$ cat src/rtl/spsc_pkg.sv
// Purpose: constants for the port status and host port control registers
// Assumes: 16-bit register window, byte offsets as printed
// Notes: one bank holds both registers; the bank is chosen outside this block
package spsc_pkg;
   localparam int unsigned SPSC_AW = 8;
   localparam int unsigned SPSC_DW = 16;
   // register offsets
   localparam logic [7:0] SPSC_OFF_HOST_CTL2 = 8'h02;
   localparam logic [7:0] SPSC_OFF_LINK_STAT = 8'h04;
   // link status field positions
   localparam int unsigned SPSC_ST_XOVER = 15;
   localparam int unsigned SPSC_ST_POLREV = 13;
   localparam int unsigned SPSC_ST_RXFC = 12;
   localparam int unsigned SPSC_ST_TXFC = 11;
   localparam int unsigned SPSC_ST_SPEED = 10;
   localparam int unsigned SPSC_ST_DUPLEX = 9;
   localparam int unsigned SPSC_ST_MDI = 7;
   localparam int unsigned SPSC_ST_ANDONE = 6;
   localparam int unsigned SPSC_ST_LINK = 5;
   localparam int unsigned SPSC_ST_LP_PAUSE = 4;
   localparam int unsigned SPSC_ST_LP_100FD = 3;
   localparam int unsigned SPSC_ST_LP_100HD = 2;
   localparam int unsigned SPSC_ST_LP_10FD = 1;
   localparam int unsigned SPSC_ST_LP_10HD = 0;
   // host port control field positions
   localparam int unsigned SPSC_CT_VLAN_FILT = 14;
   localparam int unsigned SPSC_CT_NONPVID = 13;
   localparam int unsigned SPSC_CT_TX_EN = 10;
   localparam int unsigned SPSC_CT_RX_EN = 9;
   localparam int unsigned SPSC_CT_LEARN_DIS = 8;
   localparam int unsigned SPSC_CT_MIRROR_DST = 7;
   localparam int unsigned SPSC_CT_RX_SNIFF = 6;
   localparam int unsigned SPSC_CT_TX_SNIFF = 5;
   // writable masks and reset values
   localparam logic [15:0] SPSC_ST_WMASK = 16'h8000;
   localparam logic [15:0] SPSC_ST_RESET = 16'h8000;
   localparam logic [15:0] SPSC_CT_WMASK = 16'h67e0;
   localparam logic [15:0] SPSC_CT_RESET = 16'h0600;
   localparam logic [2:0] SPSC_MEMB_HOST = 3'h4;
endpackage

$ cat src/rtl/spsc_regbit.sv
// Purpose: bank of writable register bits with write mask and reset value
// Assumes: synchronous active-low reset
// Notes: bits outside the mask hold zero
`timescale 1ns/10ps
`default_nettype none
module spsc_regbit #(
   parameter int unsigned W = 16,
   parameter logic [15:0] MASK = 16'h0000,
   parameter logic [15:0] RST = 16'h0000
) (
   // clock and reset
   input wire logic clk_i,
   input wire logic rstn_i,
   // write port
   input wire logic we_i,
   input wire logic [W-1:0] wdata_i,
   // stored value
   output logic [W-1:0] q_o
);
   // mask and reset value are 16 bits wide
   if (W != 16) begin : g_bad_width
      $error("spsc_regbit: width must be 16");
   end
   genvar g;
   generate
      for (g = 0; g < W; g++) begin : g_bit
         if (MASK[g]) begin : g_rw
            logic bit_reg;
            always_ff @(posedge clk_i) begin
               if (!rstn_i) begin
                  bit_reg <= RST[g];
               end else if (we_i) begin
                  bit_reg <= wdata_i[g];
               end
            end
            assign q_o[g] = bit_reg;
         end else begin : g_ro
            assign q_o[g] = 1'b0;
         end
      end
   endgenerate
endmodule // spsc_regbit
`default_nettype wire

$ cat src/rtl/spsc_gate.sv
// Purpose: per-packet decisions made from host port control bits
// Assumes: packet qualifiers are single-cycle strobes
// Notes: outputs registered
`timescale 1ns/10ps
`default_nettype none
module spsc_gate
   import spsc_pkg::*;
(
   // clock and reset
   input wire logic clk_i,
   input wire logic rstn_i,
   // control
   input wire logic [15:0] ctl_i,
   // ingress packet
   input wire logic rx_pkt_i,
   input wire logic [2:0] rx_vlan_memb_i,
   input wire logic rx_vid_is_pvid_i,
   // egress packet
   input wire logic tx_pkt_i,
   // decisions
   output logic rx_drop_o,
   output logic rx_learn_o,
   output logic rx_mirror_o,
   output logic tx_block_o,
   output logic tx_mirror_o
);
   logic drop;
   always_comb begin
      drop = 1'b0;
      if (!ctl_i[SPSC_CT_RX_EN]) drop = 1'b1;
      if (ctl_i[SPSC_CT_VLAN_FILT] && ((rx_vlan_memb_i & SPSC_MEMB_HOST) == 3'h0)) begin
         drop = 1'b1;
      end
      if (ctl_i[SPSC_CT_NONPVID] && !rx_vid_is_pvid_i) drop = 1'b1;
   end
   always_ff @(posedge clk_i) begin
      if (!rstn_i) begin
         rx_drop_o <= 1'b0;
         rx_learn_o <= 1'b0;
         rx_mirror_o <= 1'b0;
      end else begin
         rx_drop_o <= rx_pkt_i && drop;
         rx_learn_o <= rx_pkt_i && !drop && !ctl_i[SPSC_CT_LEARN_DIS];
         rx_mirror_o <= rx_pkt_i && !drop && ctl_i[SPSC_CT_RX_SNIFF];
      end
   end
   always_ff @(posedge clk_i) begin
      if (!rstn_i) begin
         tx_block_o <= 1'b0;
         tx_mirror_o <= 1'b0;
      end else begin
         tx_block_o <= tx_pkt_i && !ctl_i[SPSC_CT_TX_EN];
         tx_mirror_o <= tx_pkt_i && ctl_i[SPSC_CT_TX_EN] && ctl_i[SPSC_CT_TX_SNIFF];
      end
   end
endmodule // spsc_gate
`default_nettype wire

$ cat src/rtl/spsc_top.sv
// Purpose: port two link status and host port control register pair
// Assumes: inputs synchronous to clk_i; one-cycle strobes, never both at once
// Notes: read data appear the cycle after the read strobe only
`timescale 1ns/10ps
`default_nettype none
module spsc_top
   import spsc_pkg::*;
(
   // clock and reset
   input wire logic clk_i,
   input wire logic rstn_i,
   // register port
   input wire logic [7:0] addr_i,
   input wire logic [15:0] wdata_i,
   input wire logic wr_i,
   input wire logic rd_i,
   output logic [15:0] rdata_o,
   // physical layer status
   input wire logic pol_rev_i,
   input wire logic rx_pause_act_i,
   input wire logic tx_pause_act_i,
   input wire logic speed_100_i,
   input wire logic full_duplex_i,
   input wire logic mdi_i,
   input wire logic an_done_i,
   input wire logic link_good_i,
   input wire logic [4:0] lp_ability_i,
   // packet qualifiers
   input wire logic rx_pkt_i,
   input wire logic [2:0] rx_vlan_memb_i,
   input wire logic rx_vid_is_pvid_i,
   input wire logic tx_pkt_i,
   // control to the physical layer and switch
   output logic crossover_variant_select_o,
   output logic mirror_dest_o,
   output logic rx_drop_o,
   output logic rx_learn_o,
   output logic rx_mirror_o,
   output logic tx_block_o,
   output logic tx_mirror_o
);
   logic [15:0] stat_rw;
   logic [15:0] ctl_q;
   logic [15:0] stat_view;
   logic wr_stat;
   logic wr_ctl;

   function automatic logic hit(input logic [7:0] a, input logic [7:0] off);
      hit = (a == off);
   endfunction

   assign wr_stat = wr_i && hit(addr_i, SPSC_OFF_LINK_STAT);
   assign wr_ctl = wr_i && hit(addr_i, SPSC_OFF_HOST_CTL2);

   // writable bits only; others ignore writes
   spsc_regbit #(
      .W(SPSC_DW),
      .MASK(SPSC_ST_WMASK),
      .RST(SPSC_ST_RESET)
   ) u_stat_rw (
      .clk_i(clk_i),
      .rstn_i(rstn_i),
      .we_i(wr_stat),
      .wdata_i(wdata_i),
      .q_o(stat_rw)
   );

   spsc_regbit #(
      .W(SPSC_DW),
      .MASK(SPSC_CT_WMASK),
      .RST(SPSC_CT_RESET)
   ) u_ctl (
      .clk_i(clk_i),
      .rstn_i(rstn_i),
      .we_i(wr_ctl),
      .wdata_i(wdata_i),
      .q_o(ctl_q)
   );

   // live status view
   always_comb begin
      stat_view = stat_rw;
      stat_view[SPSC_ST_POLREV] = pol_rev_i;
      stat_view[SPSC_ST_RXFC] = rx_pause_act_i;
      stat_view[SPSC_ST_TXFC] = tx_pause_act_i;
      stat_view[SPSC_ST_SPEED] = speed_100_i;
      stat_view[SPSC_ST_DUPLEX] = full_duplex_i;
      stat_view[SPSC_ST_MDI] = mdi_i;
      stat_view[SPSC_ST_ANDONE] = an_done_i;
      stat_view[SPSC_ST_LINK] = link_good_i;
      stat_view[SPSC_ST_LP_PAUSE] = lp_ability_i[4];
      stat_view[SPSC_ST_LP_100FD] = lp_ability_i[3];
      stat_view[SPSC_ST_LP_100HD] = lp_ability_i[2];
      stat_view[SPSC_ST_LP_10FD] = lp_ability_i[1];
      stat_view[SPSC_ST_LP_10HD] = lp_ability_i[0];
   end

   // read data, one cycle after strobe
   always_ff @(posedge clk_i) begin
      if (!rstn_i) begin
         rdata_o <= 16'h0000;
      end else if (rd_i && hit(addr_i, SPSC_OFF_LINK_STAT)) begin
         rdata_o <= stat_view;
      end else if (rd_i && hit(addr_i, SPSC_OFF_HOST_CTL2)) begin
         rdata_o <= ctl_q;
      end else begin
         rdata_o <= 16'h0000;
      end
   end

   // control levels out
   always_ff @(posedge clk_i) begin
      if (!rstn_i) begin
         crossover_variant_select_o <= SPSC_ST_RESET[SPSC_ST_XOVER];
         mirror_dest_o <= 1'b0;
      end else begin
         crossover_variant_select_o <= stat_rw[SPSC_ST_XOVER];
         mirror_dest_o <= ctl_q[SPSC_CT_MIRROR_DST];
      end
   end

   spsc_gate u_gate (
      .clk_i(clk_i),
      .rstn_i(rstn_i),
      .ctl_i(ctl_q),
      .rx_pkt_i(rx_pkt_i),
      .rx_vlan_memb_i(rx_vlan_memb_i),
      .rx_vid_is_pvid_i(rx_vid_is_pvid_i),
      .tx_pkt_i(tx_pkt_i),
      .rx_drop_o(rx_drop_o),
      .rx_learn_o(rx_learn_o),
      .rx_mirror_o(rx_mirror_o),
      .tx_block_o(tx_block_o),
      .tx_mirror_o(tx_mirror_o)
   );
endmodule // spsc_top
`default_nettype wire

$ cat config.mk
export PLATFORM = sky130hd
export DESIGN_NAME = spsc_top
export DESIGN_NICKNAME = d
export VERILOG_FILES = /design/src/rtl/spsc_pkg.sv /design/src/rtl/spsc_regbit.sv /design/src/rtl/spsc_gate.sv /design/src/rtl/spsc_top.sv
export SDC_FILE = /design/constraint.sdc
export NUM_CORES = 1
export LEC_CHECK = 0
export BUFFER_PORTS_ARGS = -buffer_cell sky130_fd_sc_hd__clkbuf_2
export CELL_PAD_IN_SITES_DETAIL_PLACEMENT = 1
export CELL_PAD_IN_SITES_GLOBAL_PLACEMENT = 1
export CORE_ASPECT_RATIO = 0.9
export CORE_MARGIN = 5
export CORE_UTILIZATION = 29
export CTS_CLUSTER_SIZE = 25
export DETAILED_ROUTE_END_ITERATION = 10
export PLACE_DENSITY = 0.85
export SETUP_SLACK_MARGIN = 0.02
export SLEW_MARGIN = 20
export SYNTH_ARGS = -nofsm -noshare
export SYNTH_HDL_FRONTEND = slang
export SYNTH_SLANG_ARGS = --single-unit
$ cat constraint.sdc
create_clock -name clk_i -period 1.7 [get_ports clk_i]
set_clock_uncertainty 0.1 [all_clocks]
set_input_delay 0.34 -clock clk_i [delete_from_list [all_inputs] [get_ports clk_i]]
set_output_delay 0.34 -clock clk_i [all_outputs]
set_load 0.005 [all_outputs]
# --- Yosys cells after proc, flatten, opt, wreduce, memory -nomap -nowiden ---
# Cells that the tools add are included.
word_totals:
  n_memories: 0
  input_bits: 47
  latch_bits: 0
  word_cells: 46
  out_inout_bits: 23
  ff_bits: 32
  mem_bits_ro: 0
  mem_bits_rw: 0
classes:
  eq_ne: 2
  order_cmp: 0
  add_sub_neg: 0
  n_reduce_logical: 19
  shifts: 0
  n_bitwise: 2
  mul: 0
  mux: 5
  n_div: 0
ops:
  columns: ["cell", "count"]
  rows:
  - ["16-bit 2-to-1 mux", 1]
  - ["15-bit 2-to-1 mux", 1]
  - ["1-bit logical AND", 13]
  - ["8-bit by 2-bit == test with 1-bit output, second input constant", 1]
  - ["8-bit by 3-bit == test with 1-bit output, second input constant", 1]
  - ["1-bit zero test", 4]
  - ["3-bit zero test", 1]
  - ["1-bit 2-to-1 mux", 3]
  - ["3-bit OR reduction", 1]
  - ["1-bit inverter", 2]

# --- Logic depth before layout (Yosys ltp) ---
depth:
  depth_word: 7
  depth_mapped: 5
  mapped_depth_nobuf: 3

# --- Cells and area by module ---
# From an unflattened synthesis, not the netlist that was laid out.
hier_totals:
  cells_unflattened: 141
  area_unflattened_um2: 1433.9
by_module_without_submodules:
  columns: ["module", "seq_area_each_um2", "n_inst", "area_per_inst_um2", "cells_each"]
  rows:
  - ["spsc_top", 360.3, 1, 664.4, 61]
  - ["spsc_regbit (u_ctl)", 160.2, 1, 420.4, 42]
  - ["spsc_gate", 100.1, 1, 191.4, 18]
  - ["spsc_regbit (u_stat_rw)", 20.0, 1, 157.7, 20]

# --- Worst setup path after synthesis ---
# Ideal clock, no wire load.
synth_path:
  path_kind: "input-to-reg"
  start: "input addr_i[7]"
  end: "register rdata_o[0]"
  t_arrival_ns: 1.332
  required_ns: 1.540
  path_buffers: 0
  setup_time_ns: 0.060
  setup_slack_ns: 0.208
  path_stages: 3
  cell_sequence: "or4_4 -> nor4_4 -> and2_1"
synth_via:
  elab_chain_cells: 3
synth_lines:
  columns: ["item", "line", "text"]
  rows:
  - ["from (decl)", "spsc_top.sv:13", "input wire logic [7:0] addr_i,"]
  - ["8-bit by 3-bit == test with 1-bit output", "spsc_top.sv:49", "hit = (a == off);"]
  - ["1-bit logical AND", "spsc_top.sv:102", "end else if (rd_i && hit(addr_i, SPSC_OFF_LINK_STAT)) begin"]
  - ["16-bit 2-to-1 mux", "spsc_top.sv:102", null]
  - ["to (signal assigned)", "spsc_top.sv:103", "rdata_o <= stat_view;"]
  - ["to (signal assigned)", "spsc_top.sv:105", "rdata_o <= ctl_q;"]
  - ["to (decl)", "spsc_top.sv:17", "output logic [15:0] rdata_o,"]
# No other way between the ends.
# A chain may end at the register's enable or synchronous reset.

# --- Final worst setup path ---
layout_path:
  start: "input addr_i[7]"
  end: "register rdata_o[12]"
# The elaborated chain is that of the path after synthesis.

==> impl_summary.log <==
INFO  metric status = finished, final reports clean
INFO  metric post_cts_buffers = 0
INFO  metric drt-initial-drc-count = 18
INFO  metric power.density = 957 nW/um2
INFO  metric cts_tree = done
INFO  metric post_cts_hold_buffer_count = 0
INFO  metric cp_data_arrival_time = 1.55 ns
INFO  metric die_h = 69.3 um
INFO  metric final_core_utilization = 43.0%
INFO  metric met2RoutedLength = 1490 um
INFO  metric clk-insertion-delay-late = 0.28 ns
INFO  metric final.min_clock_period = 1.42 ns
INFO  metric drt_first_pass_iters = 2
INFO  metric power.ir.vdd_worst = 0.312 mV
INFO  metric finalMaxSlewViolations = 0
INFO  metric switching_share = 20.1%
INFO  metric floorplan.initialDensity = 30.2%
INFO  metric ff2ff_setup_slack = 0.77 ns
INFO  metric worstSetupStartpointType = input pin
INFO  metric synthCells = 113
INFO  metric grtUsageTotal = 12.0%
INFO  metric ys_seq_elements = 32
INFO  metric globalRouteOverflowTotal = 0
INFO  metric io_buffers = 60
INFO  metric mappedNetlistNets = 160
INFO  metric cts_buffer_depth = 2
INFO  metric most-common-layout-cells = sky130_fd_sc_hd__clkbuf_2, sky130_fd_sc_hd__dfxtp_1, sky130_fd_sc_hd__nand2_1, sky130_fd_sc_hd__nor2_1, sky130_fd_sc_hd__and2_1
INFO  metric synth.distinct_cells = 21
INFO  metric route.layer.met1.wl = 1340 um
INFO  metric clkSinkCount = 32
INFO  metric cts_made_buffers = 5
INFO  metric cellLeakagePower = 0.746 nW
INFO  metric critical_path_buf_inv_count = 1
INFO  metric met3_length = 179 um
INFO  metric worst_slew_pin_slew = 0.369 ns
INFO  metric crit_chain = clkbuf_2, or4_4, nor4_4, and2_1
INFO  metric finalCritPeriodShare = 83.8%
INFO  metric timing.final.hold_violations = 0
INFO  metric clk_transition_reported_paths = 0.06 ns
INFO  metric htreeDepth = 2
INFO  metric cts_resized = 0
INFO  metric max_slew_margin = 75.2%
INFO  metric dp.final_hpwl = 2530 um
INFO  metric hold_path_end = rdata_o[0]$_SDFF_PN0_
INFO  metric cpLargestDelayFamily = simple AND/OR/NAND/NOR gates
INFO  metric final_net_count = 225
INFO  metric die_width = 75.9 um
INFO  metric maxCapViolations = 0
INFO  metric largest_reg_flops = 16
INFO  metric clkPwrFrac = 45.5%
INFO  metric highest_layer = met4
INFO  metric hold_path_class = in2reg
INFO  metric critical_path_required = 1.83 ns
INFO  metric num_vias = 1004
INFO  metric commonest_non_fill_non_tap_cell_in_the_layout = sky130_fd_sc_hd__clkbuf_2
INFO  metric share_comb_of_total_power = 5.9%
INFO  metric final.setup.tns = 0 ns
INFO  metric grt_antenna_before_repair = 0
INFO  metric final_antenna_net_count = 0
INFO  metric regToRegStartpoint = u_stat_rw.g_bit[15].g_rw.bit_reg$_SDFFE_PN1P_
INFO  metric grt_pass1_wl = 4910 um
INFO  metric grt_max_degree = 22
INFO  metric core.rowCount = 21
INFO  metric worst_setup_path_end_kind = flip-flop
INFO  metric yosys-top-cells-area = sky130_fd_sc_hd__dfxtp_1, sky130_fd_sc_hd__mux2i_1, sky130_fd_sc_hd__and2_1
INFO  metric max_stage_delay = 0.56 ns
INFO  metric maxClockFrequency = 0.702 GHz
INFO  metric core = 3760 um2
INFO  metric vias_per_cell = 4.46
INFO  metric drive_gt1_share = 41.9%
INFO  metric power.internal = 1.24 mW
INFO  metric area_growth = 42.4%
INFO  metric design.die.area = 5270 um2
INFO  metric timing.hold.worst.start = lp_ability_i[0]
INFO  metric synth_top_cell_area_share = 56.4%
INFO  metric gp_congestion = 0.702
INFO  metric p_sw = 0.311 mW
INFO  metric routedWlPerCell = 13.6 um
INFO  metric grt_pass1_vias = 1025
INFO  metric synth-warning-count = 0
INFO  metric ff2ff_path_depth = 2
INFO  metric mappedNetlistArea = 1130 um2
INFO  metric num_io_pins = 70
INFO  metric worstSetupPathType = in2reg
INFO  metric hold_path_depth = 2
INFO  metric post-synth-top-area-cell = sky130_fd_sc_hd__dfxtp_1
INFO  metric cpMaxStageDelayCell = sky130_fd_sc_hd__or4_4
INFO  metric syn_area_per_cell = 10.0 um2
INFO  metric clock-root-buffer = sky130_fd_sc_hd__clkbuf_8
INFO  metric routed_wirelength = 3050 um
INFO  metric setup_violations = 0
INFO  metric power.sequential.fraction = 48.6%
INFO  metric route.detailed.drc = 0
INFO  metric grt_setup_unrepaired = no
INFO  metric synth_sequential_area_ratio = 56.4%
INFO  metric crit_fanout = 8
INFO  metric worst_r2r_endpoint = u_stat_rw.g_bit[15].g_rw.bit_reg$_SDFFE_PN1P_
INFO  metric n_antenna_cell = 0
==> layer usage <==
metal	vias up	track usage (%)
met5	-	0
met4	0	5.93
met3	6	4.81
met2	41	20.0
met1	456	13.0
li1	501	-
==> layout make-up <==
cell class              count  area [um2]
clock buffers               6        72.6
clock inverters             2        35.0
fillers                   467        2140
inverters                   3        11.3
multi-input cells          72         457
flip-flops and latches     32         641
well taps                  46        57.6
repair buffers             64         343
==> metrics by stage <==
step | worst slack [ns] | total power [mW] | instances | cell area, um2 | hold WS, ns
floorplan | 0.208 | 0.803 | 113 | 1130 | 0.305
global placement | 0.00764 | 0.858 | 217 | 1510 | 0.321
detailed placement | -0.0412 | 0.861 | 217 | 1510 | 0.339
CTS | 0.259 | 1.58 | 225 | 1620 | 0.147
global route | 0.189 | 1.62 | 225 | 1620 | 0.145
finish | 0.276 | 1.55 | 225 | 1620 | 0.157
==> cell families after synthesis <==
family                 Yosys count  share of synthesized area (%)
and+or+nand+nor                 56                           27.7
DFF                             32                           56.4
muxes                            9                           8.05
buffers and inverters            9                           3.31
AOI/OAI and AO/OA                7                           4.52
==> Yosys cell counts <==
cell,number
sky130_fd_sc_hd__buf_2,3
sky130_fd_sc_hd__mux2i_1,8
sky130_fd_sc_hd__nand4_1,2
sky130_fd_sc_hd__and4_1,1
sky130_fd_sc_hd__mux2_2,1
sky130_fd_sc_hd__nor4_1,1
sky130_fd_sc_hd__nor2_1,12
sky130_fd_sc_hd__and3_1,2
sky130_fd_sc_hd__nor2b_1,6
sky130_fd_sc_hd__or4bb_4,1
sky130_fd_sc_hd__a22oi_1,6
sky130_fd_sc_hd__dfxtp_1,32
sky130_fd_sc_hd__inv_1,3
sky130_fd_sc_hd__or4_4,1
sky130_fd_sc_hd__nor4_4,1
sky130_fd_sc_hd__a31oi_1,1
sky130_fd_sc_hd__or2_0,1
sky130_fd_sc_hd__nand2_1,15
sky130_fd_sc_hd__nand2b_1,4
sky130_fd_sc_hd__and2_1,9
sky130_fd_sc_hd__clkbuf_1,3
==> power groups by stage <==
stage / clock [mW] / sequential (mW) / combinational [mW]
floorplan: 0 / 0.769 / 0.0342
global placement: 0 / 0.769 / 0.0896
detailed placement: 0 / 0.769 / 0.0920
CTS: 0.731 / 0.752 / 0.0928
global route: 0.765 / 0.751 / 0.101
finish: 0.704 / 0.752 / 0.0913
==> how the worst max path moves through the flow <==
stage                     cells past startpoint                endpoint  startpoint  slack (ns)
after global routing                          4   rdata_o[2]$_SDFF_PN0_   addr_i[7]        0.19
after floorplan                               3   rdata_o[0]$_SDFF_PN0_   addr_i[7]        0.21
after global placement                        4   rdata_o[3]$_SDFF_PN0_   addr_i[7]       0.008
after detailed placement                      4   rdata_o[2]$_SDFF_PN0_   addr_i[7]       -0.04
final                                         4  rdata_o[12]$_SDFF_PN0_   addr_i[7]        0.28
after CTS                                     4   rdata_o[2]$_SDFF_PN0_   addr_i[7]        0.26
==> worst register-to-register path: cells and delay by family, from the launching register on <==
family	cells	cell delay, ns
simple gates	1	0.15
mux	1	0.27
flops	1	0.30
(Power assumes the default switching activity.)
